`config.mk`:
```
export PLATFORM = sky130hd
export DESIGN_NAME = spi_buffer_register_path
export DESIGN_NICKNAME = d
export VERILOG_FILES = /design/src/spi_buf_pkg.sv /design/src/spi_buffer_register_path.sv
export SDC_FILE = /design/constraint.sdc
export NUM_CORES = 1
export LEC_CHECK = 0
export ABC_CLOCK_PERIOD_IN_PS = 5900
export BUFFER_PORTS_ARGS = -buffer_cell sky130_fd_sc_hd__buf_4
export CAP_MARGIN = 20
export CELL_PAD_IN_SITES_DETAIL_PLACEMENT = 0
export CELL_PAD_IN_SITES_GLOBAL_PLACEMENT = 2
export CORE_MARGIN = 4
export CORE_UTILIZATION = 37
export DETAILED_ROUTE_END_ITERATION = 12
export GPL_TIMING_DRIVEN = 1
export PLACE_DENSITY_LB_ADDON = 0.05
export REMOVE_ABC_BUFFERS = 1
export SETUP_SLACK_MARGIN = 0.3
export SLEW_MARGIN = 25
export SYNTH_ARGS = -nofsm -noshare
export SYNTH_HDL_FRONTEND = slang
export SYNTH_SLANG_ARGS = --single-unit
```
`constraint.sdc`:
```
create_clock -name mclk_in -period 5.9 [get_ports mclk_in]
set_input_delay 0.295 -clock mclk_in [delete_from_list [all_inputs] [get_ports mclk_in]]
set_output_delay 0.295 -clock mclk_in [all_outputs]
set_load 0.01 [all_outputs]
```
`src/spi_buf_pkg.sv`:
```
// package: register map, field positions and types of the serial port
package spi_buf_pkg;
  localparam logic [7:0] STAT_OFS = 8'h00;
  localparam logic [7:0] CON1_OFS = 8'h04;
  localparam logic [7:0] CON3_OFS = 8'h08;
  localparam logic [7:0] BUF_OFS = 8'h0C;
  localparam logic [7:0] BAUD_OFS = 8'h10;
  localparam logic [7:0] IRQ_STAT_OFS = 8'h14;
  localparam logic [7:0] IRQ_MASK_OFS = 8'h18;
  localparam logic [7:0] STAT_RST = 8'h00;
  localparam logic [7:0] CON1_RST = 8'h00;
  localparam logic [7:0] CON3_RST = 8'h00;
  localparam logic [7:0] BUF_RST = 8'h00;
  localparam logic [7:0] BAUD_RST = 8'h00;
  localparam logic [7:0] STAT_WR_MASK = 8'hC0;
  localparam logic [7:0] STAT_RO_MASK = 8'h3F;
  localparam int CON1_EN_BIT = 5;
  localparam int CON1_MASTER_BIT = 0;
  localparam int STAT_BF_BIT = 0;
  localparam int IRQ_BYTE_BIT = 0;
  localparam int IRQ_OVF_BIT = 1;
  localparam logic [2:0] BIT_CNT_LAST = 3'h7;
  localparam logic [2:0] BIT_CNT_RST = 3'h0;

  typedef struct packed {
    logic cyc;
    logic stb;
    logic we;
    logic [7:0] adr;
    logic [3:0] sel;
    logic [31:0] dat;
  } wb_req_type;

  typedef enum logic {idle_st, shift_st} shift_state_type;
endpackage

```
`src/spi_buffer_register_path.sv`:
```
// serial port register and data-buffer path with wishbone slave
`timescale 1ns/1ps

module spi_buffer_register_path
  import spi_buf_pkg::*;
(
  // clock and reset
  input wire logic mclk_in,
  input wire logic rstn_in,
  // wishbone slave
  input wire logic wb_cyc_in,
  input wire logic wb_stb_in,
  input wire logic wb_we_in,
  input wire logic [7:0] wb_adr_in,
  input wire logic [3:0] wb_sel_in,
  input wire logic [31:0] wb_dat_in,
  output logic [31:0] wb_dat_out,
  output logic wb_ack_out,
  // serial pins
  input wire logic sck_in,
  input wire logic sdi_in,
  output logic sck_out,
  output logic sdo_out,
  // interrupt
  output logic irq_out
);

  logic rst_meta_reg;
  logic rstn_reg;
  logic sck_meta_reg;
  logic sck_sync_reg;
  logic sck_prev_reg;
  logic sdi_meta_reg;
  logic sdi_sync_reg;
  logic [7:0] stat_reg;
  logic [7:0] con1_reg;
  logic [7:0] con3_reg;
  logic [7:0] buf_reg;
  logic [7:0] baud_reg;
  logic [7:0] shift_reg;
  logic [2:0] bit_cnt_reg;
  logic [7:0] brg_cnt_reg;
  logic [1:0] irq_stat_reg;
  logic [1:0] irq_mask_reg;
  logic byte_done_reg;
  logic sck_gen_reg;
  logic tx_bit_reg;
  shift_state_type state_reg;
  wb_req_type req;
  logic wr_stb;
  logic rd_stb;
  logic buf_wr;
  logic enabled;
  logic is_master;
  logic sck_rise;
  logic sck_fall;
  logic brg_tick;
  logic byte_done;

  function automatic logic hit(input logic [7:0] a, input logic [7:0] o);
    hit = (a == o);
  endfunction

  assign req = '{cyc: wb_cyc_in, stb: wb_stb_in, we: wb_we_in,
                 adr: wb_adr_in, sel: wb_sel_in, dat: wb_dat_in};
  assign wr_stb = req.cyc && req.stb && req.we && !wb_ack_out && req.sel[0];
  assign rd_stb = req.cyc && req.stb && !wb_ack_out;
  assign buf_wr = wr_stb && hit(req.adr, BUF_OFS);
  assign enabled = con1_reg[CON1_EN_BIT];
  assign is_master = con1_reg[CON1_MASTER_BIT];

  // reset release
  always_ff @(posedge mclk_in or negedge rstn_in) begin
    if (!rstn_in) begin
      rst_meta_reg <= 1'b0;
      rstn_reg <= 1'b0;
    end else begin
      rst_meta_reg <= 1'b1;
      rstn_reg <= rst_meta_reg;
    end
  end

  // serial clock pin synchroniser; history starts at the idle level
  always_ff @(posedge mclk_in or negedge rstn_reg) begin
    if (!rstn_reg) begin
      sck_meta_reg <= 1'b0;
      sck_sync_reg <= 1'b0;
      sck_prev_reg <= 1'b0;
    end else begin
      sck_meta_reg <= sck_in;
      sck_sync_reg <= sck_meta_reg;
      sck_prev_reg <= sck_sync_reg;
    end
  end

  // serial data pin synchroniser
  always_ff @(posedge mclk_in or negedge rstn_reg) begin
    if (!rstn_reg) begin
      sdi_meta_reg <= 1'b0;
      sdi_sync_reg <= 1'b0;
    end else begin
      sdi_meta_reg <= sdi_in;
      sdi_sync_reg <= sdi_meta_reg;
    end
  end

  // baud generator for master serial clock
  always_ff @(posedge mclk_in or negedge rstn_reg) begin
    if (!rstn_reg) begin
      brg_cnt_reg <= BAUD_RST;
      sck_gen_reg <= 1'b0;
    end else if (state_reg != shift_st || !is_master) begin
      brg_cnt_reg <= baud_reg;
      sck_gen_reg <= 1'b0;
    end else if (brg_cnt_reg == 8'h00) begin
      brg_cnt_reg <= baud_reg;
      sck_gen_reg <= !sck_gen_reg;
    end else begin
      brg_cnt_reg <= brg_cnt_reg - 8'h01;
    end
  end

  assign brg_tick = (brg_cnt_reg == 8'h00) && state_reg == shift_st;
  assign sck_rise = is_master ? (brg_tick && !sck_gen_reg)
                              : (sck_sync_reg && !sck_prev_reg);
  assign sck_fall = is_master ? (brg_tick && sck_gen_reg)
                              : (!sck_sync_reg && sck_prev_reg);
  assign byte_done = sck_rise && bit_cnt_reg == BIT_CNT_LAST
                     && state_reg == shift_st && enabled;

  // shift engine
  always_ff @(posedge mclk_in or negedge rstn_reg) begin
    if (!rstn_reg) begin
      state_reg <= idle_st;
      shift_reg <= BUF_RST;
      bit_cnt_reg <= BIT_CNT_RST;
      byte_done_reg <= 1'b0;
    end else begin
      byte_done_reg <= byte_done;
      case (state_reg)
        idle_st: begin
          bit_cnt_reg <= BIT_CNT_RST;
          if (buf_wr) begin
            shift_reg <= req.dat[7:0];
            if (enabled) begin
              state_reg <= shift_st;
            end
          end
        end
        shift_st: begin
          if (!enabled) begin
            state_reg <= idle_st;
          end else if (sck_rise) begin
            shift_reg <= {shift_reg[6:0], sdi_sync_reg};
            bit_cnt_reg <= bit_cnt_reg + 3'h1;
            if (bit_cnt_reg == BIT_CNT_LAST) begin
              state_reg <= idle_st;
            end
          end
        end
        default: state_reg <= idle_st;
      endcase
    end
  end

  // data buffer
  always_ff @(posedge mclk_in or negedge rstn_reg) begin
    if (!rstn_reg) begin
      buf_reg <= BUF_RST;
    end else if (byte_done) begin
      buf_reg <= {shift_reg[6:0], sdi_sync_reg};
    end else if (buf_wr) begin
      buf_reg <= req.dat[7:0];
    end
  end

  // control one
  always_ff @(posedge mclk_in or negedge rstn_reg) begin
    if (!rstn_reg) begin
      con1_reg <= CON1_RST;
    end else if (wr_stb && hit(req.adr, CON1_OFS)) begin
      con1_reg <= req.dat[7:0];
    end
  end

  // control three
  always_ff @(posedge mclk_in or negedge rstn_reg) begin
    if (!rstn_reg) begin
      con3_reg <= CON3_RST;
    end else if (wr_stb && hit(req.adr, CON3_OFS)) begin
      con3_reg <= req.dat[7:0];
    end
  end

  // baud value
  always_ff @(posedge mclk_in or negedge rstn_reg) begin
    if (!rstn_reg) begin
      baud_reg <= BAUD_RST;
    end else if (wr_stb && hit(req.adr, BAUD_OFS)) begin
      baud_reg <= req.dat[7:0];
    end
  end

  // status: top two bits writable, low six from hardware
  always_ff @(posedge mclk_in or negedge rstn_reg) begin
    if (!rstn_reg) begin
      stat_reg <= STAT_RST;
    end else begin
      if (wr_stb && hit(req.adr, STAT_OFS)) begin
        stat_reg[7:6] <= req.dat[7:6];
      end
      stat_reg[5:0] <= {5'h00, byte_done_reg | (stat_reg[STAT_BF_BIT]
        && !(rd_stb && !req.we && hit(req.adr, BUF_OFS)))};
    end
  end

  // interrupt mask
  always_ff @(posedge mclk_in or negedge rstn_reg) begin
    if (!rstn_reg) begin
      irq_mask_reg <= 2'h0;
    end else if (wr_stb && hit(req.adr, IRQ_MASK_OFS)) begin
      irq_mask_reg <= req.dat[1:0];
    end
  end

  // interrupt status: a new event wins over a write-one clear
  always_ff @(posedge mclk_in or negedge rstn_reg) begin
    if (!rstn_reg) begin
      irq_stat_reg <= 2'h0;
    end else if (wr_stb && hit(req.adr, IRQ_STAT_OFS)) begin
      irq_stat_reg <= (irq_stat_reg & ~req.dat[1:0])
        | {byte_done && stat_reg[STAT_BF_BIT], byte_done};
    end else begin
      irq_stat_reg <= irq_stat_reg
        | {byte_done && stat_reg[STAT_BF_BIT], byte_done};
    end
  end

  // wishbone answer
  always_ff @(posedge mclk_in or negedge rstn_reg) begin
    if (!rstn_reg) begin
      wb_ack_out <= 1'b0;
      wb_dat_out <= 32'h0000_0000;
    end else begin
      wb_ack_out <= rd_stb;
      wb_dat_out <= 32'h0000_0000;
      if (rd_stb && !req.we) begin
        if (hit(req.adr, STAT_OFS)) begin
          wb_dat_out <= {24'h000000, stat_reg};
        end else if (hit(req.adr, CON1_OFS)) begin
          wb_dat_out <= {24'h000000, con1_reg};
        end else if (hit(req.adr, CON3_OFS)) begin
          wb_dat_out <= {24'h000000, con3_reg};
        end else if (hit(req.adr, BUF_OFS)) begin
          wb_dat_out <= {24'h000000, buf_reg};
        end else if (hit(req.adr, BAUD_OFS)) begin
          wb_dat_out <= {24'h000000, baud_reg};
        end else if (hit(req.adr, IRQ_STAT_OFS)) begin
          wb_dat_out <= {30'h0, irq_stat_reg};
        end else if (hit(req.adr, IRQ_MASK_OFS)) begin
          wb_dat_out <= {30'h0, irq_mask_reg};
        end
      end
    end
  end

  // outgoing bit moves on the falling edge, settled at every rise
  always_ff @(posedge mclk_in or negedge rstn_reg) begin
    if (!rstn_reg) begin
      tx_bit_reg <= 1'b0;
    end else if (state_reg == idle_st && buf_wr) begin
      tx_bit_reg <= req.dat[7];
    end else if (state_reg == shift_st && sck_fall) begin
      tx_bit_reg <= shift_reg[7];
    end
  end

  // generated serial clock
  always_ff @(posedge mclk_in or negedge rstn_reg) begin
    if (!rstn_reg) begin
      sck_out <= 1'b0;
    end else begin
      sck_out <= sck_gen_reg;
    end
  end

  // serial data out
  always_ff @(posedge mclk_in or negedge rstn_reg) begin
    if (!rstn_reg) begin
      sdo_out <= 1'b0;
    end else begin
      sdo_out <= tx_bit_reg;
    end
  end

  // interrupt line
  always_ff @(posedge mclk_in or negedge rstn_reg) begin
    if (!rstn_reg) begin
      irq_out <= 1'b0;
    end else begin
      irq_out <= |(irq_stat_reg & irq_mask_reg);
    end
  end

endmodule // spi_buffer_register_path

```
After elaboration in Yosys (flattened, before gate mapping)
Index checks and enable logic that the tools add are counted.

word-level totals
  input port bits = 51
  logic and storage cells = 119
  flip-flop bits (word level) = 105

operators by class
  $add $sub $neg = 2
  equal/unequal tests = 10
  bitwise logic cells = 7
  reductions and logical operators = 42
  muxes and demuxes = 31

operators with widths
  kind                                                   number
  2-to-1 mux 8 bit                                       10
  2-to-1 mux 32 bit                                      2
  logical AND 1 bit                                      26
  == test 8 x 5 -> 1 bit, second input constant          3
  == test 8 x 4 -> 1 bit, second input constant          2
  logical NOT 8 bit                                      2
  one-hot mux 8 bit (2 select lines)                     1
  2-to-1 mux 1 bit                                       11
  == test 8 x 3 -> 1 bit, second input constant          1
  subtractor 8 x 1 -> 8 bit, second input constant       1
  logical NOT 1 bit                                      7
  2-to-1 mux 2 bit                                       3
  2-to-1 mux 3 bit                                       2
  one-hot mux 3 bit (2 select lines)                     1
  nonzero test 2 bit                                     3
  bitwise AND 2 bit                                      2
  inequality test 2 bit, second input constant           2
  OR 2 bit                                               2
  adder 3 x 1 -> 3 bit, second input constant            1
  == test 3 bit, second input constant                   1
  AND reduction 3 bit                                    1
  inequality test 2 x 1 -> 1 bit, second input constant  1
  inverter 2 bit                                         1
  one-hot mux 1 bit (2 select lines)                     1
  5 further kinds                                        5

Depth between registers and ports, before layout
Gate-level depths: netlist of the first run.

  depth in word-level cells = 10
  depth in mapped cells = 9
  mapped depth without buffers = 7

Least setup slack after synthesis of the first run
OpenSTA, ideal clock, no wires.

  kind = register to register
  start point = reg brg_cnt_reg[0]
  end point = reg shift_reg[4]
  path buffers = 1
  cell stages (with the launch flop) = 9
  required time = 5774 ps
  clock period less this slack = 2361 ps
  data arrival time = 2235 ps
  path slack = 3539 ps
  cells stage by stage = dfrtp_1 inv_1 ha_1 or3b_2 nor4_4 a21o_2 buf_4 mux2_2 a221o_1

on the way
  word-level cells in the longest chain between the ends = 6

ends and longest elaborated chain
  element                                   RTL line                         source
  start, declared                           spi_buffer_register_path.sv:42   logic [7:0] brg_cnt_reg;
  start signal, assigned                    spi_buffer_register_path.sv:113  brg_cnt_reg <= baud_reg;
  start signal, assigned                    spi_buffer_register_path.sv:116  brg_cnt_reg <= baud_reg;
  start signal, assigned                    spi_buffer_register_path.sv:119  brg_cnt_reg <= brg_cnt_reg - 8'h01;
  logical NOT 8 bit                         spi_buffer_register_path.sv:123  assign brg_tick = (brg_cnt_reg == 8'h00) && state_reg == shift_st;
  logical AND 1 bit                         spi_buffer_register_path.sv:123
  logical AND 1 bit                         spi_buffer_register_path.sv:124  assign sck_rise = is_master ? (brg_tick && !sck_gen_reg)
  2-to-1 mux 1 bit                          spi_buffer_register_path.sv:124
  inequality test 2 x 1 -> 1 bit (no line)  --
  AND reduction 3 bit (no line)             --
  end signal, assigned                      spi_buffer_register_path.sv:144  shift_reg <= req.dat[7:0];
  end signal, assigned                      spi_buffer_register_path.sv:154  shift_reg <= {shift_reg[6:0], sdi_sync_reg};
  end, declared                             spi_buffer_register_path.sv:40   logic [7:0] shift_reg;

No other way between the ends.
A chain may end at the register's enable or synchronous reset.

Worst setup path in the final report of the first run
Ends and elaborated chain as after synthesis.

==> flow_metrics.tcl, run 1 <==
set metrics [dict create \
    multi_input_comb_area_um2 1692 \
    hold_path_class "primary input to register" \
    postCtsSetupBuffers 0 \
    critPathLaunchType "register" \
    grt_pass1_vias 2686 \
    antenna_found_initial 0 \
    ant_nets 0 \
    cp_top_family "simple AND/OR/NAND/NOR gates" \
    total_power_mw 1.054 \
    grt_pass1_wl_um 14900 \
    rsz0062_at_grt "no" \
    die_h_um 110.6 \
    crit_arrival_ps 2920 \
    drtPass1Iterations 6 \
    synthToLayoutAreaGrowth_pct 13.49 \
    wire_per_inst_um 17.30 \
    numCtsBuffers 9 \
    crit_path_end_kind "register" \
    fin_area_um2 4422 \
    grt_use_met2_pct 22.69 \
    synth-edff-count 0 \
    skew_ps 10.10 \
    ys.flop_type "dfrtp_1" \
    drc 0 \
    status "complete, no violations" \
    vias 2653 \
    fp.coreArea_um2 10280 \
    worst_slew_pin_slew_ps 810.1 \
    syn_avg_cell_area_um2 11.23 \
    crit_type "register to register" \
    die_w_um 110.6 \
    io_buffer_count 35 \
    leakagePower_nw 2.141 \
    fin_crit_ps 2679 \
    rr_worst_depth 7 \
    fin_ws_ps 3221 \
    cp_max_fo 18 \
    fill_cells 1011 \
    drive_gt1_share_pct 25.92 \
    ir_drop_mv 0.1300 \
    syn-instance-count 347 \
    cts_root_buffer "clkbuf_8" \
    synthArstFlopShare_pct 100.0 \
    cts_sinks 81 \
    yosysSeqAreaShare_pct 52.02 \
    rows 37 \
    nets 432 \
    hold_viol 0 \
    grt_max_degree 47 \
    dp_hpwl_um 6371 \
    syn_area_um2 3896 \
    holdWs_ps 38.60 \
    cts_resized 0 \
    relSlewSlack_pct 45.99 \
    htree_levels 3 \
    timing.final.crit_share_pct 45.41 \
    finalSetupViolCount 0 \
    worstHoldPathCells 1 \
    maxSlewViolCount 0 \
    drv_cap 0 \
    place_ws_ps 3218 \
    placed_area_um2 4199 \
    ys_warn_count 0 \
    fmax_mhz 373.3 \
    use_met1_pct 22.33 \
    fin_cells 518 \
    ys_top_cells_by_count "81 x dfrtp_1, 33 x o21ai_0, 31 x mux2_2, 25 x buf_4, 23 x nand2_1" \
    synthDominantCellAreaShare_pct 52.02 \
    use_met3_pct 2.959 \
    gp_congestion 0.7319 \
    max_stage_delay_ps 500 \
    busiest_layer "met2" \
    tns_ps 0 \
    pin_count 87 \
    path_depth 7 \
    tritoncts "built" \
    crit_buf_inv 1 \
    crit_path_top_delay_cell "or3b_2" \
    totalWireLength_um 8960 \
    dieArea_um2 12240 \
    clkLatencyLatePin_ps 360 \
    synth_most_common_cell "dfrtp_1" \
    diodes 0 \
    synth-seq-cells 81 \
    clk_pin_slew_ps 80 \
    seq_area_um2 2031 \
    drt-initial-drc-count 109 \
    place_inst 501 \
    grt_use_total_pct 15.39 \
    synth_top_area_cell "dfrtp_1" \
    start_util_pct 37.91 \
    grt_overflow 0 \
    synth.distinct_cells 48 \
    powerDensity_nw_per_um2 238.4 \
    worstPathCellList "inv_1, ha_1, or3b_2, nor4_4, a21o_2, mux2_2, a221o_1" \
    synthTopCellsByArea "dfrtp_1 52%, mux2_2 9.0%, buf_4 4.8%, o21ai_0 4.2%, mux2i_1 3.9%" \
    utilization_pct 43.02 \
    required_ps 6140 \
    vias_per_cell 5.122 \
    clock_path_buffers 2 \
]
-- where the power goes --
part           internal, mW  switching, mW
Sequential            0.560        0.00801
Combinational        0.0231         0.0374
Clock                 0.220          0.206
-- layout make-up --
cell class                      instances  area share, %
Multi-Input combinational cell        243          38.26
Inverter                                4         0.3396
Timing Repair Buffer                   38          6.961
Clock inverter                          4          1.160
Tap cell                              136          3.848
Clock buffer                           12          3.509
Sequential cell                        81          45.93
-- path summary, 6_finish.rpt --
check	start	end	slack [ps]
setup / recovery	brg_cnt_reg[0]	shift_reg[4]	3220
hold / removal	sdi_in	sdi_meta_reg	40
setup reg to reg	brg_cnt_reg[0]	shift_reg[4]	3220
hold reg to reg	rstn_reg	sdi_sync_reg	300
max in group asynchronous	rstn_reg	con3_reg[2]	4990
min in group asynchronous	rstn_in	rstn_reg	250
-- layout by cell type (no fill, tap or decap), types with 5 or more instances in the layout --
| master | n |
|---|---|
| dfrtp_1 | 80 |
| nand2_1 | 23 |
| clkbuf_8 | 11 |
| o21ai_0 | 33 |
| conb_1 | 25 |
| nor3_1 | 10 |
| buf_4 | 36 |
| xnor2_1 | 5 |
| a21o_1 | 5 |
| nor2_1 | 10 |
| a21oi_1 | 6 |
| a221oi_1 | 5 |
| mux2i_1 | 15 |
| nand3_1 | 14 |
| mux2_2 | 31 |
-- metal layers --
layer	up-vias	wire, µm
met5	-	0
met4	0	177
met3	15	400
met2	69	3916
met1	1310	4466
li1	1259	-
-- logic make-up (layout without fill, tap and decap cells) --
logic type	count (synthesis)	count (layout)	share of synthesized area [%]
AND/OR/NAND/NOR	90	90	12.81
flip-flops	81	81	52.02
AO/OA/AOI/OAI	70	70	11.63
multiplexers	48	48	13.78
buffers and inverters	46	58	6.936
XOR/XNOR	6	6	1.349
adder cells (fa/ha/maj)	4	4	1.285
other	2	25	0.1928
-- timing repair --
| item | CTS | global route |
|---|---|---|
| hold buffers | 1 | 0 |
| setup endpoints to repair | 0 | 0 |
| endpoints found under the hold margin | 2 | 0 |
(Power assumes the default switching activity.)
==> run 2, diff against run 1 <==
--- a/config.mk
+++ b/config.mk
@@ -5,13 +5,13 @@
 export SDC_FILE = /design/constraint.sdc
 export NUM_CORES = 1
 export LEC_CHECK = 0
-export ABC_CLOCK_PERIOD_IN_PS = 5900
+export ABC_CLOCK_PERIOD_IN_PS = 2150
 export BUFFER_PORTS_ARGS = -buffer_cell sky130_fd_sc_hd__buf_4
 export CAP_MARGIN = 20
 export CELL_PAD_IN_SITES_DETAIL_PLACEMENT = 0
 export CELL_PAD_IN_SITES_GLOBAL_PLACEMENT = 2
 export CORE_MARGIN = 4
-export CORE_UTILIZATION = 37
+export CORE_UTILIZATION = 31
 export DETAILED_ROUTE_END_ITERATION = 12
 export GPL_TIMING_DRIVEN = 1
 export PLACE_DENSITY_LB_ADDON = 0.05
==> constraint.sdc (replaced) <==
create_clock -name mclk_in -period 2.15 [get_ports mclk_in]
set_input_delay 0.1075 -clock mclk_in [delete_from_list [all_inputs] [get_ports mclk_in]]
set_output_delay 0.1075 -clock mclk_in [all_outputs]
set_load 0.01 [all_outputs]
==> run 2 against run 1 <==
  * The run now ends with setup timing left
  * Sequential share of layout area decreased by 6.8 points
  * Total power increased to 3.2 times the previous value
  * Critical path depth decreased by 2
  * Non-clock buffer count increased by 51
  * Global-route usage decreased by 0.11 points
  * Routed wire length increased by 17%
  * Fmax increased by 22%
  * Worst hold slack improved by 26 ps
  * Via count increased by 7.2%
  * Design area increased by 17%
  * Critical path type unchanged
  * Highest routed layer unchanged
==> flow_metrics.tcl, run 2 (synthesis results as in run 1) <==
set metrics [dict create \
    status "finished with violations" \
    failed_checks "setup timing" \
    crit_type "register to register" \
    p_comb_share_pct 5.9 \
    numCtsBuffers 9 \
    antenna_found_initial 0 \
    worstPathCellList "or4_4, nor4_4, a21o_2, mux2_4, a221o_1" \
    max_stage_delay_ps 580 \
    swShare_pct 22.10 \
    tritoncts "built" \
    io_buffer_count 35 \
    final_cell_mix "80 x dfrtp_1, 73 x buf_4, 25 x conb_1" \
    grt_max_degree 35 \
    start_util_pct 32.04 \
    layout_commonest_cell "dfrtp_1" \
    totalWireLength_um 10500 \
    dieArea_um2 14430 \
    maxSlewViolCount 0 \
    vias 2844 \
    pin_count 87 \
    pwr-share-clk_pct 47.6 \
    fin_area_um2 5194 \
    placed_area_um2 4517 \
    switchingPower_mw 0.7417 \
    fp.coreArea_um2 12160 \
    diodes 0 \
    cts_sinks 81 \
    drive_gt1_share_pct 39.49 \
    total_power_mw 3.356 \
    fill_cells 1198 \
    dp_hpwl_um 7507 \
    clk_pin_slew_ps 60 \
    grt_overflow 0 \
    fin_crit_ps 2195 \
    nets 483 \
    grt_use_total_pct 15.29 \
    tns_ps -124.1 \
    holdWs_ps 64.81 \
    hold_path_class "primary input to register" \
    htree_levels 3 \
    die_h_um 120.1 \
    vias_per_cell 4.732 \
    rows 40 \
    finalSetupViolCount 3 \
    grt_use_met2_pct 23.32 \
    grt_pass1_wl_um 16680 \
    drt-initial-drc-count 183 \
    ir_drop_mv 0.6248 \
    cellInternalPower_mw 2.615 \
    crit_path_top_delay_cell "or4_4" \
    crit_path_end_kind "register" \
    multi_input_comb_area_um2 1896 \
    timing.final.crit_share_pct 102.1 \
    rsz0062_at_grt "yes" \
    gp_congestion 0.7499 \
    drtPass1Iterations 4 \
    sequentialPowerShare_pct 46.6 \
    seq_area_um2 2031 \
    clkLatencyLatePin_ps 340 \
    cts_root_buffer "clkbuf_16" \
    fmax_mhz 455.6 \
    skew_ps 6.175 \
    leakagePower_nw 2.496 \
    required_ps 2370 \
    use_met3_pct 4.618 \
    utilization_pct 42.71 \
    die_w_um 120.1 \
    powerDensity_nw_per_um2 646.2 \
    critPathLaunchType "register" \
    clock_path_buffers 2 \
    cp_max_fo 3 \
    hold_viol 0 \
    crit_arrival_ps 2420 \
    drv_cap 0 \
    busiest_layer "met2" \
    use_met1_pct 21.30 \
    ant_nets 0 \
    wire_per_inst_um 17.47 \
    drc 0 \
    grt_pass1_vias 2970 \
    reg2reg_slack_ps -40 \
    fin_ws_ps -44.86 \
    synthToLayoutAreaGrowth_pct 33.30 \
]
## run 2: area by class of cell
| class | count | share of cell area [%] |
|---|---|---|
| multi-input cells | 243 | 36.50 |
| clock inverters | 2 | 0.6745 |
| clock buffers | 14 | 5.276 |
| flip-flops and latches | 81 | 39.10 |
| repair buffers | 89 | 14.12 |
| well taps | 168 | 4.047 |
| inverters | 4 | 0.2891 |
## run 2: power groups by stage
stage,registers [mW],logic (mW),clock network [mW]
5_1_grt,1.57,0.217,1.72
3_3_place_gp,1.59,0.179,0
6_report,1.56,0.198,1.60
4_1_cts,1.56,0.189,1.64
2_1_floorplan,1.60,0.0642,0
3_5_place_dp,1.59,0.180,0
## run 2: worst paths after layout
| kind | startpoint | end | cells past startpoint |
|---|---|---|---|
| max | brg_cnt_reg[4] | shift_reg[4] | 5 |
| min | wb_dat_in[5] | shift_reg[5] | 2 |
| max reg2reg | brg_cnt_reg[4] | shift_reg[4] | 5 |
| min reg2reg | rstn_reg | buf_reg[1] | 0 |
| max in group asynchronous | rstn_reg | shift_reg[0] | 1 |
| min in group asynchronous | rstn_in | rstn_reg | 2 |
## run 2: layer usage
metal  vias to the layer above  wire [µm]
met2                        46       4850
met4                         0        105
met1                      1424       5160
li1                       1365          -
met5                         -          0
met3                         9        384
## run 2: critical path: cells and delay by family, from the launching register on
family / cells / cell delay [ps]
AND/OR/NAND/NOR: 2 / 880
multiplexers: 1 / 310
AO/OA/AOI/OAI: 2 / 510
flip-flops: 1 / 370
## run 2: timing repair
action / 4_1_cts / 5_1_grt
cloned: 0 / 0
endpoints found under the setup margin: 47 / 56
setup buffers: 8 / 3
endpoints found under the hold margin: 4 / 0
resized for setup: 34 / 35
hold buffers: 3 / 0
pin swaps: 8 / 25
## run 2: per-stage QoR
step | cells | setup slack (ps)
after floorplan | 328 | -273.0
after global placement | 571 | -99.84
after detailed placement | 571 | -174.3
after CTS | 598 | -91.67
after global routing | 601 | -109.7
final | 601 | -44.86
==> run 3, diff against run 2 <==
--- a/config.mk
+++ b/config.mk
@@ -14,7 +14,7 @@
 export CORE_UTILIZATION = 31
 export DETAILED_ROUTE_END_ITERATION = 12
 export GPL_TIMING_DRIVEN = 1
-export PLACE_DENSITY_LB_ADDON = 0.05
+export PLACE_DENSITY_LB_ADDON = 0.1
 export REMOVE_ABC_BUFFERS = 1
 export SETUP_SLACK_MARGIN = 0.3
 export SLEW_MARGIN = 25
==> run 3 against run 2 <==
  * The run still ends with setup timing left
  * Routed wire length is 4.8% lower
  * Final cell count down 1.0%
  * Clock-buffer cell count unchanged
  * Critical endpoint is now shift_reg[5]
  * Largest cell class unchanged
  * Largest power group is now registers
==> flow_metrics.tcl, run 3 (synthesis results as in run 1) <==
set metrics [dict create \
    status "finished with violations" \
    failed_checks "setup timing" \
    vias 2843 \
    htree_levels 3 \
    drive_gt1_share_pct 38.17 \
    total_power_mw 3.265 \
    grt_overflow 0 \
    final_cell_mix "80 x dfrtp_1, 69 x buf_4, 25 x o21ai_0, 25 x conb_1, 22 x nand2_1" \
    cts_root_buffer "clkbuf_16" \
    io_buffer_count 35 \
    antenna_found_initial 0 \
    wire_per_inst_um 16.80 \
    grt_pass1_wl_um 16190 \
    clk_pin_slew_ps 60 \
    maxSlewViolCount 0 \
    die_w_um 120.1 \
    fill_cells 1164 \
    pin_count 87 \
    fin_cells 595 \
    ant_nets 0 \
    rsz0062_at_grt "yes" \
    timing.final.crit_share_pct 103.3 \
    drtPass1Iterations 4 \
    crit_path_end_kind "register" \
    worst_slew_pin_slew_ps 630.2 \
    tritoncts "built" \
    tns_ps -203.3 \
    powerDensity_nw_per_um2 638.0 \
    relSlewSlack_pct 57.99 \
    nets 477 \
    cp_max_fo 3 \
    grt_use_total_pct 14.38 \
    drc 0 \
    start_util_pct 32.04 \
    ir_drop_mv 0.2541 \
    cts_sinks 81 \
    leakagePower_nw 2.472 \
    place_inst 563 \
    dieArea_um2 14430 \
    fin_ws_ps -70.89 \
    place_ws_ps -133.7 \
    skew_ps 6.444 \
    diodes 0 \
    hold_path_class "primary input to register" \
    grt_max_degree 46 \
    holdWs_ps 65.30 \
    critPathLaunchType "register" \
    clock_path_buffers 2 \
    fp.coreArea_um2 12160 \
    die_h_um 120.1 \
    totalWireLength_um 9995 \
    numCtsBuffers 9 \
    layout_commonest_cell "dfrtp_1" \
    drv_cap 0 \
    vias_per_cell 4.778 \
    hold_viol 0 \
    crit_arrival_ps 2440 \
    fmax_mhz 450.3 \
    crit_type "register to register" \
    fin_crit_ps 2221 \
    drt-initial-drc-count 185 \
    clkLatencyLatePin_ps 340 \
    grt_pass1_vias 2881 \
    finalSetupViolCount 3 \
    required_ps 2370 \
    synthToLayoutAreaGrowth_pct 31.34 \
    gp_congestion 0.7685 \
    rows 40 \
    dp_hpwl_um 7122 \
]
[run 3: cell count changes in the layout (fill, tap and decap cells not counted), moves of 2 or more]
cell / change
nand3_1: -2
nand3_2: +2
o21ai_1: -2
mux2_2: -2
ha_1: +2
inv_2: -2
inv_1: +2
buf_6: -4
ha_4: -2
buf_4: -4
mux2_4: +2
[run 3: per-layer routing]
metal | GRT usage (%) | wire, µm | vias up
met1 | 20.89 | 4996 | 1422
met2 | 21.32 | 4437 | 63
met3 | 2.451 | 404 | 11
li1 | - | - | 1347
met4 | 5.512 | 157 | 0
met5 | 0 | 0 | -
[run 3: final cells by class]
class | instances | area [µm²] | area share, %
flip-flops and latches | 81 | 2031 | 39.68
clock inverters | 2 | 10.01 | 0.1956
clock buffers | 14 | 284.0 | 5.550
well taps | 168 | 210.2 | 4.108
multi-input cells | 243 | 1874 | 36.63
repair buffers | 83 | 693.2 | 13.55
inverters | 4 | 15.01 | 0.2934
[run 3: worst paths after layout]
kind	startpoint	to	depth (start not counted)	slack, ps
worst max-delay path	brg_cnt_reg[4]	shift_reg[5]	5	-70
worst min-delay path	wb_dat_in[4]	shift_reg[4]	2	70
worst max register to register	brg_cnt_reg[4]	shift_reg[5]	5	-70
worst min register to register	rstn_reg	tx_bit_reg	0	340
max in group asynchronous	rstn_reg	stat_reg[6]	1	1210
min in group asynchronous	rstn_in	rstn_reg	2	90
[run 3: where the power goes]
group	leakage, nW	internal [mW]	switching, mW	total [mW]
registers	1.06	1.54	0.0258	1.57
logic	1.27	0.0775	0.110	0.188
clock network	0.149	0.906	0.605	1.51
total	2.47	2.52	0.741	3.26
[run 3: stage by stage]
step	utilization [%]	cell area (µm²)
floorplan	-	3727
global placement	36.75	4469
detailed placement	36.75	4469
CTS	40.49	4925
global route	42.08	5117
finish	42.08	5117
[run 3: repair_timing]
| item | CTS | global route |
|---|---|---|
| pin swaps | 8 | 21 |
| setup buffers | 7 | 6 |
| setup endpoints to repair | 44 | 42 |
| hold endpoints to repair | 4 | 0 |
| resized for setup | 22 | 39 |
| hold buffers | 3 | 0 |
[run 3: critical path: stages, from the launching register on]
cell	delay, ps
dfrtp_1	380
or4_4	590
nor4_4	310
a21o_2	240
mux2_4	310
a221o_1	280
